### config.mk
export PLATFORM = sky130hd
export DESIGN_NAME = flash_outcome_regs
export DESIGN_NICKNAME = d
export VERILOG_FILES = /design/src/flash_outcome_pkg.sv /design/src/flash_outcome_flag.sv /design/src/flash_outcome_regs.sv
export SDC_FILE = /design/constraint.sdc
export NUM_CORES = 1
export LEC_CHECK = 0
export ABC_AREA = 1
export BUFFER_PORTS_ARGS = -buffer_cell sky130_fd_sc_hd__buf_2
export CELL_PAD_IN_SITES_DETAIL_PLACEMENT = 2
export CELL_PAD_IN_SITES_GLOBAL_PLACEMENT = 2
export CORE_UTILIZATION = 26
export DETAILED_ROUTE_END_ITERATION = 8
export GPL_ROUTABILITY_DRIVEN = 0
export HOLD_SLACK_MARGIN = 0.05
export PLACE_DENSITY_LB_ADDON = 0.1
export SLEW_MARGIN = 20
export SYNTH_ARGS = -nofsm -noshare
export SYNTH_HDL_FRONTEND = slang
export SYNTH_HIERARCHICAL = 1
export SYNTH_SLANG_ARGS = --single-unit
### constraint.sdc
create_clock -name clock -period 3.84 [get_ports clock]
set_clock_uncertainty 0.15 [all_clocks]
set_input_delay 0.768 -clock clock [delete_from_list [all_inputs] [get_ports clock]]
set_output_delay 0.768 -clock clock [all_outputs]
set_load 0.05 [all_outputs]
### src/flash_outcome_pkg.sv
// Purpose: Constants for the flash program/erase outcome register block.
// Assumes: Avalon-MM slave, 32-bit data, byte addresses, one word per register.
// Notes: Outcome register byte holds four enable/flag pairs.
package flash_outcome_pkg;

    // =========================================================
    // Register offsets (byte addresses)
    localparam logic [3:0] OFS_OUTCOME = 4'h0;
    localparam logic [3:0] OFS_EVT_STATUS = 4'h4;
    localparam logic [3:0] OFS_EVT_MASK = 4'h8;
    localparam logic [3:0] OFS_STATE = 4'hc;

    // =========================================================
    // Outcome register layout: slot i owns bits 2i+1 (enable) and 2i (flag)
    localparam int SLOTS = 4;
    localparam int PAIR_W = 2;
    localparam int EN_OFS = 1;
    localparam int FLAG_OFS = 0;
    localparam int SLOT_PROG_DONE = 3;
    localparam int SLOT_PROG_FAIL = 2;
    localparam int SLOT_ERASE_DONE = 1;
    localparam int SLOT_ERASE_FAIL = 0;
    localparam logic [7:0] OUTCOME_RESET = 8'h00;

    // =========================================================
    // Event status / mask layout
    localparam int EVT_W = 5;
    localparam int EVT_LOCK = 4;
    localparam logic [4:0] EVT_RESET = 5'h00;

    // =========================================================
    // Block state register layout
    localparam int ST_BLOCKED = 0;
    localparam int ST_PROG_RUN = 1;
    localparam int ST_ERASE_RUN = 2;
    localparam int ST_STUCK = 3;

    typedef enum logic [1:0] {
        OP_IDLE,
        OP_PROG,
        OP_ERASE
    } op_state_t;

endpackage

### src/flash_outcome_flag.sv
// Purpose: One sticky outcome flag with hardware set/clear and write-zero clear.
// Assumes: All strobes are one-cycle pulses on clock.
// Notes: A hardware set wins over any clear in the same cycle.
`timescale 1ns/1ns
module flash_outcome_flag (
    input wire logic clock,
    input wire logic rst,
    input wire logic set_pulse,
    input wire logic hw_clear,
    input wire logic sw_clear,
    output logic q
);

    always_ff @(posedge clock or posedge rst) begin
        if (rst) begin
            q <= 1'b0;
        end else if (set_pulse) begin
            q <= 1'b1;
        end else if (hw_clear || sw_clear) begin
            q <= 1'b0;
        end
    end

endmodule

### src/flash_outcome_regs.sv
// Purpose: Flash program/erase outcome flags, enables, interrupt and lock.
// Assumes: Algorithm strobes are synchronous one-cycle pulses.
// Notes: Avalon-MM slave with one wait state per access.
//
// Our own choices: the placing of the registers and register access over Avalon-MM.
`timescale 1ns/1ns
module flash_outcome_regs
    import flash_outcome_pkg::*;
#(
    parameter int ADDR_W = 4
) (
    input wire logic clock,
    input wire logic rst,
    input wire logic [ADDR_W-1:0] address,
    input wire logic read,
    input wire logic write,
    input wire logic [3:0] byteenable,
    input wire logic [31:0] writedata,
    output logic [31:0] readdata,
    output logic waitrequest,
    input wire logic rmw_access,
    input wire logic op_start,
    input wire logic op_is_erase,
    input wire logic op_end,
    input wire logic flash_stuck_indication,
    input wire logic reset_cmd,
    output logic prog_erase_blocked,
    output logic irq
);

    // =========================================================
    // Parameter check
    generate
        if (ADDR_W < 4) begin : g_bad_addr
            $error("ADDR_W must be at least 4");
        end
    endgenerate

    // =========================================================
    // Declarations
    logic ack_reg;
    logic [7:0] rd_byte;
    logic [31:0] rd_value;
    logic wr_ok;
    logic wr_outcome;
    logic wr_evt_status;
    logic wr_evt_mask;
    logic [3:0] addr_lo;
    logic hi_zero;
    op_state_t state_reg;
    op_state_t state_next;
    logic accept;
    logic start_prog;
    logic start_erase;
    logic end_prog;
    logic end_erase;
    logic [SLOTS-1:0] irq_en_reg;
    logic [SLOTS-1:0] flag_q;
    logic [SLOTS-1:0] flag_set;
    logic [SLOTS-1:0] flag_hw_clear;
    logic [SLOTS-1:0] flag_sw_clear;
    logic [SLOTS-1:0] flag_running;
    logic lock_set;
    logic [EVT_W-1:0] evt_reg;
    logic [EVT_W-1:0] evt_mask_reg;
    logic [EVT_W-1:0] evt_set;

    // =========================================================
    // Avalon handshake: one wait state, write acts at the released edge
    assign addr_lo = address[3:0];
    assign hi_zero = (address >> 4) == '0;
    assign waitrequest = (read || write) && !ack_reg;
    assign wr_ok = write && ack_reg && byteenable[0] && hi_zero;
    assign wr_outcome = wr_ok && (addr_lo == OFS_OUTCOME);
    assign wr_evt_status = wr_ok && (addr_lo == OFS_EVT_STATUS);
    assign wr_evt_mask = wr_ok && (addr_lo == OFS_EVT_MASK);

    always_ff @(posedge clock or posedge rst) begin
        if (rst) begin
            ack_reg <= 1'b0;
        end else begin
            ack_reg <= (read || write) && !ack_reg;
        end
    end

    // =========================================================
    // Operation tracking
    assign accept = (state_reg == OP_IDLE) && !prog_erase_blocked;
    assign start_prog = op_start && accept && !op_is_erase;
    assign start_erase = op_start && accept && op_is_erase;
    assign end_prog = op_end && (state_reg == OP_PROG);
    assign end_erase = op_end && (state_reg == OP_ERASE);

    always_comb begin
        state_next = state_reg;
        case (state_reg)
            OP_IDLE: begin
                // Starts are refused while blocked
                if (start_prog) begin
                    state_next = OP_PROG;
                end else if (start_erase) begin
                    state_next = OP_ERASE;
                end
            end
            OP_PROG: begin
                if (op_end) begin
                    state_next = OP_IDLE;
                end
            end
            OP_ERASE: begin
                if (op_end) begin
                    state_next = OP_IDLE;
                end
            end
            default: begin
                state_next = OP_IDLE;
            end
        endcase
    end

    always_ff @(posedge clock or posedge rst) begin
        if (rst) begin
            state_reg <= OP_IDLE;
        end else begin
            state_reg <= state_next;
        end
    end

    // =========================================================
    // Outcome flags
    always_comb begin
        flag_set = '0;
        flag_hw_clear = '0;
        flag_set[SLOT_PROG_DONE] = end_prog && !flash_stuck_indication;
        flag_set[SLOT_PROG_FAIL] = end_prog && flash_stuck_indication;
        flag_set[SLOT_ERASE_DONE] = end_erase && !flash_stuck_indication;
        flag_set[SLOT_ERASE_FAIL] = end_erase && flash_stuck_indication;
        flag_hw_clear[SLOT_PROG_DONE] = flash_stuck_indication || start_prog;
        flag_hw_clear[SLOT_PROG_FAIL] = start_prog;
        flag_hw_clear[SLOT_ERASE_DONE] = flash_stuck_indication || start_erase;
        flag_hw_clear[SLOT_ERASE_FAIL] = start_erase;
    end

    always_comb begin
        flag_running = '0;
        flag_running[SLOT_PROG_DONE] = state_reg == OP_PROG;
        flag_running[SLOT_PROG_FAIL] = state_reg == OP_PROG;
        flag_running[SLOT_ERASE_DONE] = state_reg == OP_ERASE;
        flag_running[SLOT_ERASE_FAIL] = state_reg == OP_ERASE;
    end

    genvar gi;
    generate
        for (gi = 0; gi < SLOTS; gi++) begin : g_flag
            assign flag_sw_clear[gi] = wr_outcome && !writedata[gi*PAIR_W+FLAG_OFS];
            flash_outcome_flag u_flag (
                .clock(clock),
                .rst(rst),
                .set_pulse(flag_set[gi]),
                .hw_clear(flag_hw_clear[gi]),
                .sw_clear(flag_sw_clear[gi]),
                .q(flag_q[gi])
            );
        end
    endgenerate

    // =========================================================
    // Interrupt enables
    always_ff @(posedge clock or posedge rst) begin
        if (rst) begin
            irq_en_reg <= '0;
        end else if (wr_outcome) begin
            for (int i = 0; i < SLOTS; i++) begin
                irq_en_reg[i] <= writedata[i*PAIR_W+EN_OFS];
            end
        end
    end

    // =========================================================
    // Program/erase lock, released by the flash reset command
    assign lock_set = (flag_sw_clear[SLOT_PROG_DONE] && flag_q[SLOT_PROG_DONE]
                       && !flag_set[SLOT_PROG_DONE])
                    || (flag_sw_clear[SLOT_ERASE_DONE] && flag_q[SLOT_ERASE_DONE]
                       && !flag_set[SLOT_ERASE_DONE])
                    || flag_set[SLOT_PROG_FAIL]
                    || flag_set[SLOT_ERASE_FAIL];

    always_ff @(posedge clock or posedge rst) begin
        if (rst) begin
            prog_erase_blocked <= 1'b0;
        end else if (lock_set) begin
            prog_erase_blocked <= 1'b1;
        end else if (reset_cmd) begin
            prog_erase_blocked <= 1'b0;
        end
    end

    // =========================================================
    // Event status (write one to clear) and mask
    always_comb begin
        evt_set = '0;
        evt_set[SLOTS-1:0] = flag_set;
        evt_set[EVT_LOCK] = lock_set && !prog_erase_blocked;
    end

    always_ff @(posedge clock or posedge rst) begin
        if (rst) begin
            evt_reg <= EVT_RESET;
        end else if (wr_evt_status) begin
            evt_reg <= (evt_reg & ~writedata[EVT_W-1:0]) | evt_set;
        end else begin
            evt_reg <= evt_reg | evt_set;
        end
    end

    always_ff @(posedge clock or posedge rst) begin
        if (rst) begin
            evt_mask_reg <= EVT_RESET;
        end else if (wr_evt_mask) begin
            evt_mask_reg <= writedata[EVT_W-1:0];
        end
    end

    // Products of flags and enables, plus events whose mask bit is set
    assign irq = (|(flag_q & irq_en_reg))
               || (|(evt_reg & evt_mask_reg));

    // =========================================================
    // Read path
    always_comb begin
        rd_byte = OUTCOME_RESET;
        for (int i = 0; i < SLOTS; i++) begin
            rd_byte[i*PAIR_W+EN_OFS] = irq_en_reg[i];
            if (rmw_access) begin
                rd_byte[i*PAIR_W+FLAG_OFS] = 1'b1;
            end else begin
                rd_byte[i*PAIR_W+FLAG_OFS] = flag_q[i] && !flag_running[i];
            end
        end
    end

    always_comb begin
        rd_value = '0;
        if (hi_zero) begin
            case (addr_lo)
                OFS_OUTCOME: begin
                    rd_value[7:0] = rd_byte;
                end
                OFS_EVT_STATUS: begin
                    rd_value[EVT_W-1:0] = evt_reg;
                end
                OFS_EVT_MASK: begin
                    rd_value[EVT_W-1:0] = evt_mask_reg;
                end
                OFS_STATE: begin
                    rd_value[ST_BLOCKED] = prog_erase_blocked;
                    rd_value[ST_PROG_RUN] = state_reg == OP_PROG;
                    rd_value[ST_ERASE_RUN] = state_reg == OP_ERASE;
                    rd_value[ST_STUCK] = flash_stuck_indication;
                end
                default: begin
                    rd_value = '0;
                end
            endcase
        end
    end

    always_ff @(posedge clock or posedge rst) begin
        if (rst) begin
            readdata <= '0;
        end else if (read && !ack_reg) begin
            readdata <= rd_value;
        end
    end
endmodule

=== Yosys cells after proc, flatten, opt, wreduce, memory -nomap -nowiden ===
Cells that the tools add are included.

* Bitwise operators: 6
* Reductions and logical operators: 64
* Equal/unequal tests: 7
* Muxes and demuxes: 22

{| class="wikitable"
|+ Operators by type and width
! kind !! number
|-
| $logic_and 1x1->1 || 30
|-
| $pmux 4 s4 || 1
|-
| $mux 1 || 14
|-
| $logic_not 1->1 || 12
|-
| $logic_or 1x1->1 || 11
|-
| $and 5x5->5 || 2
|-
| $or 5x5->5 || 2
|-
| $reduce_bool 2->1 || 5
|-
| $eq 4x4->1 const B || 2
|-
| $mux 2 || 3
|-
| $mux 5 || 1
|-
| $not 5->5 || 1
|-
| $reduce_or 5->1 || 1
|-
| $and 4x4->4 || 1
|-
| $eq 4x3->1 const B || 1
|-
| $logic_not 4->1 || 1
|-
| $pmux 2 s2 || 1
|-
| $reduce_or 4->1 || 1
|-
| $mux 3 || 1
|-
| $ne 3x1->1 const B || 1
|-
| $pmux 1 s3 || 1
|-
| $eq 2x1->1 const B || 1
|-
| $eq 2x2->1 const B || 1
|-
| $logic_not 2->1 || 1
|-
| other kinds (3) || 3
|}

* Bits of input ports: 50
* Register bits after elaboration: 30
* Logic and storage cells: 110

=== Longest topological paths before layout ===
* Word-level depth: 12
* Mapped depth: 9
* Mapped depth without buffers: 9

=== Cells and area by module ===
The synthesis kept the hierarchy.

{| class="wikitable"
|+ Modules (own cells, without submodules)
! module !! cells an instance !! area each (µm²) !! instances
|-
| flash_outcome_regs || 220 || 1,644.1 || 1
|-
| flash_outcome_flag || 7 || 48.8 || 4
|}

=== Worst setup path after synthesis ===
No wires, ideal clock.

* Kind: in2out
* Start: input port write
* End: output port waitrequest
* Data required time: 2.922 ns
* Setup slack: 1.457 ns
* Buffers on the path: 0
* Data arrival time: 1.465 ns
* Stages on the path: 2
* Path through: nor2_1 -> nor2_1

* Longest elaborated chain between the ends: 2

{| class="wikitable"
|+ Ends and longest elaborated chain
! what !! RTL line !! text
|-
| start: declaration || flash_outcome_regs.sv:16 || <nowiki>input wire logic write,</nowiki>
|-
| $logic_or 1x1->1 || flash_outcome_regs.sv:72 || <nowiki>assign waitrequest = (read || write) && !ack_reg;</nowiki>
|-
| $logic_and 1x1->1 || flash_outcome_regs.sv:72 ||
|-
| end: declaration || flash_outcome_regs.sv:20 || <nowiki>output logic waitrequest,</nowiki>
|}

Every way passes these cells.

=== Worst setup path after layout ===
* Start: register g_flag[3].u_flag.q
* End: output port irq

* Longest elaborated chain between the ends: 3

{| class="wikitable"
|+ Ends and longest elaborated chain
! what !! RTL line !! text
|-
| start: declaration || flash_outcome_flag.sv:11 || <nowiki>output logic q</nowiki>
|-
| start signal: assignment || flash_outcome_flag.sv:16 || <nowiki>q <= 1'b0;</nowiki>
|-
| start signal: assignment || flash_outcome_flag.sv:18 || <nowiki>q <= 1'b1;</nowiki>
|-
| start signal: assignment || flash_outcome_flag.sv:20 || <nowiki>q <= 1'b0;</nowiki>
|-
| $and 4x4->4 || flash_outcome_regs.sv:225 || <nowiki>assign irq = (|(flag_q & irq_en_reg))</nowiki>
|-
| $reduce_or 4->1 || flash_outcome_regs.sv:225 ||
|-
| $logic_or 1x1->1 || flash_outcome_regs.sv:226 || <nowiki>|| (|(evt_reg & evt_mask_reg));</nowiki>
|-
| end: declaration || flash_outcome_regs.sv:28 || <nowiki>output logic irq</nowiki>
|}

Every way passes these cells.

==> results.cfg <==
[yosys]
yosysTopAreaCell = dfrtp_1
ys_warn_count = 6
post_synth_num_cell_types = 27
ys_seq_elements = 30
synth_top_area_share_pct = 40.8
yosysSeqAreaShare_pct = 40.8
synth_area_mm2 = 0.00184
synth_area_leaders = dfrtp_1 41%, nand2_1 11%, buf_4 9.8%
avgSynthCellArea_um2 = 7.42
syn_inst = 248

[clock_tree]
cts_setup_buffers = 0
cts_root_buffer = clkbuf_8
holdBufCountCts = 0
post_cts_resized = 0
clkLatencyLatePin_ns = 0.29
path_clk_slew_ns = 0.07
cts_made_buffers = 5
htreeDepth = 2
clock_path_buffers = 2
cts_tree = yes
cts_sinks = 30

[drt]
vias = 1598
via_per_inst = 4.18
firstDrtPassIters = 4
drc = 0
first_iter_violations = 43
wl_mm = 5.05
routedWlPerCell_um = 13.2
ant_nets = 0

[floorplan]
core_mm2 = 0.00683
die_h_um = 86.1
start_util_pct = 26.9
num_rows = 30
die_area_mm2 = 0.00741
die_w_um = 86.1
io_pins = 85

[sta]
setup_viol = 0
drv_slew = 0
relSlewSlack_pct = 61.0
rsz0062_at_grt = no
min_period_ns = 2.39
post-route-period-util_pct = 62.2
tns_ns = 0
max_freq_ghz = 0.418
final-hold-violation-count = 0
worstMarginPinSlew_ns = 0.583

[final_layout]
largest_register_ff_count = 8
final_cell_mix = 55 x nand2_1, 47 x inv_1, 33 x buf_2
final_common_cell = nand2_1
drive_gt1_share_pct = 18.5
stdcell_count = 382
nNetsFinal = 338
fin_area_mm2 = 0.00211
areaGrowthSynthToFinish_pct = 14.5
diodes = 0

[placed_design]
dp_cells = 374
portBuffers = 33
placed_area_mm2 = 0.00201
hpwlAfterDp_mm = 4.02

[worst_setup_path]
cp-end-kind = primary output
arrival_ns = 1.47
r2r-start = state_reg[1]$_DFFE_PP0P_
cp.required_ns = 2.92
critical_path.max_fanout = 3
cp-startpoint = g_flag[3].u_flag/q$_DFFE_PP0P_
crit_type = reg -> out
critPathLaunchType = register

[hold_path]
hp-class = in -> async

[global_routing]
grt_pass1_vias = 1654
grt_pass1_wl_mm = 8.17
grt_overflow = 0
track_usage_pct = 14.8
grt_max_degree = 27
grt_antenna_before_repair = 0

[pwr]
p_leak_nw = 1.15
powerDensity_mw_per_mm2 = 531
vdd_drop_max_v = 0.000155

[outcome]
status = finished, final reports clean

[run]
max-cap-violations = 0
==> metrics by stage <==
step	worst slack, ns	power (mW)	util [%]	hold slack [ns]
6_report	1.45	1.12	30.8	0.226
5_1_grt	1.40	1.19	30.8	0.229
4_1_cts	1.43	1.14	30.8	0.222
3_5_place_dp	1.64	0.858	29.5	0.310
3_3_place_gp	1.64	0.847	29.5	0.306
2_1_floorplan	1.46	0.755	-	0.303
==> routing by layer <==
metal	up-vias	share of wire, %	global-route usage [%]
li1	789	-	-
met4	0	1.6	5.45
met3	8	3.4	2.69
met2	31	48	24.7
met5	-	0	0
met1	770	47	19.1
==> cell type report <==
class / instances / area [um2]
clock buffer: 7 / 86.3
sequential: 30 / 751
tap: 96 / 120
clock inverter: 1 / 5.00
multi-input combinational: 163 / 778
inverter: 52 / 200
timing repair buffer: 33 / 165
fill: 862 / 4730
==> report_power, final <==
group / internal [mW] / switching (mW)
logic: 0.103 / 0.295
clock network: 0.145 / 0.127
registers: 0.390 / 0.0594
==> critical path, stage by stage (launching register included) <==
cell      delay, ns
dfrtp_1        0.41
nand2_1        0.07
o21ai_0        0.14
a221oi_1       0.24
nand2_1        0.10
buf_2          0.22
==> cells in the mapped netlist, drive strengths merged <==
master	count
nand4	8
a211oi	1
a21oi	1
ha	3
a221oi	1
nand2	58
buf	25
nand3	14
dfrtp	30
o21ai	33
inv	50
o22ai	1
or2	2
clkbuf	1
nor2	17
clkinv	2
conb	1
==> kinds of logic (layout without fill, tap and decap cells) <==
kind of cell | after synthesis | count (layout) | synth area share (%)
other | 1 | 24 | 0.204
AO/OA/AOI/OAI | 37 | 37 | 10.5
adder cells (fa/ha/maj) | 3 | 3 | 2.04
AND/OR/NAND/NOR | 99 | 99 | 24.9
flip-flops | 30 | 30 | 40.8
buffers and inverters | 78 | 93 | 21.6
==> path summary, 6_finish.rpt <==
kind                            slack (ns)                              to  depth (start not counted)
worst max register to register        2.14            evt_reg[4]$_DFF_PP0_                          9
max in group asynchronous             2.69               ack_reg$_DFF_PP0_                          2
worst min-delay path                  0.23  g_flag[2].u_flag/q$_DFFE_PP0P_                          2
min in group clock                    0.31               ack_reg$_DFF_PP0_                          1
worst min register to register        0.31               ack_reg$_DFF_PP0_                          1
worst max-delay path                  1.45                             irq                          5
(Power assumes the default switching activity.)
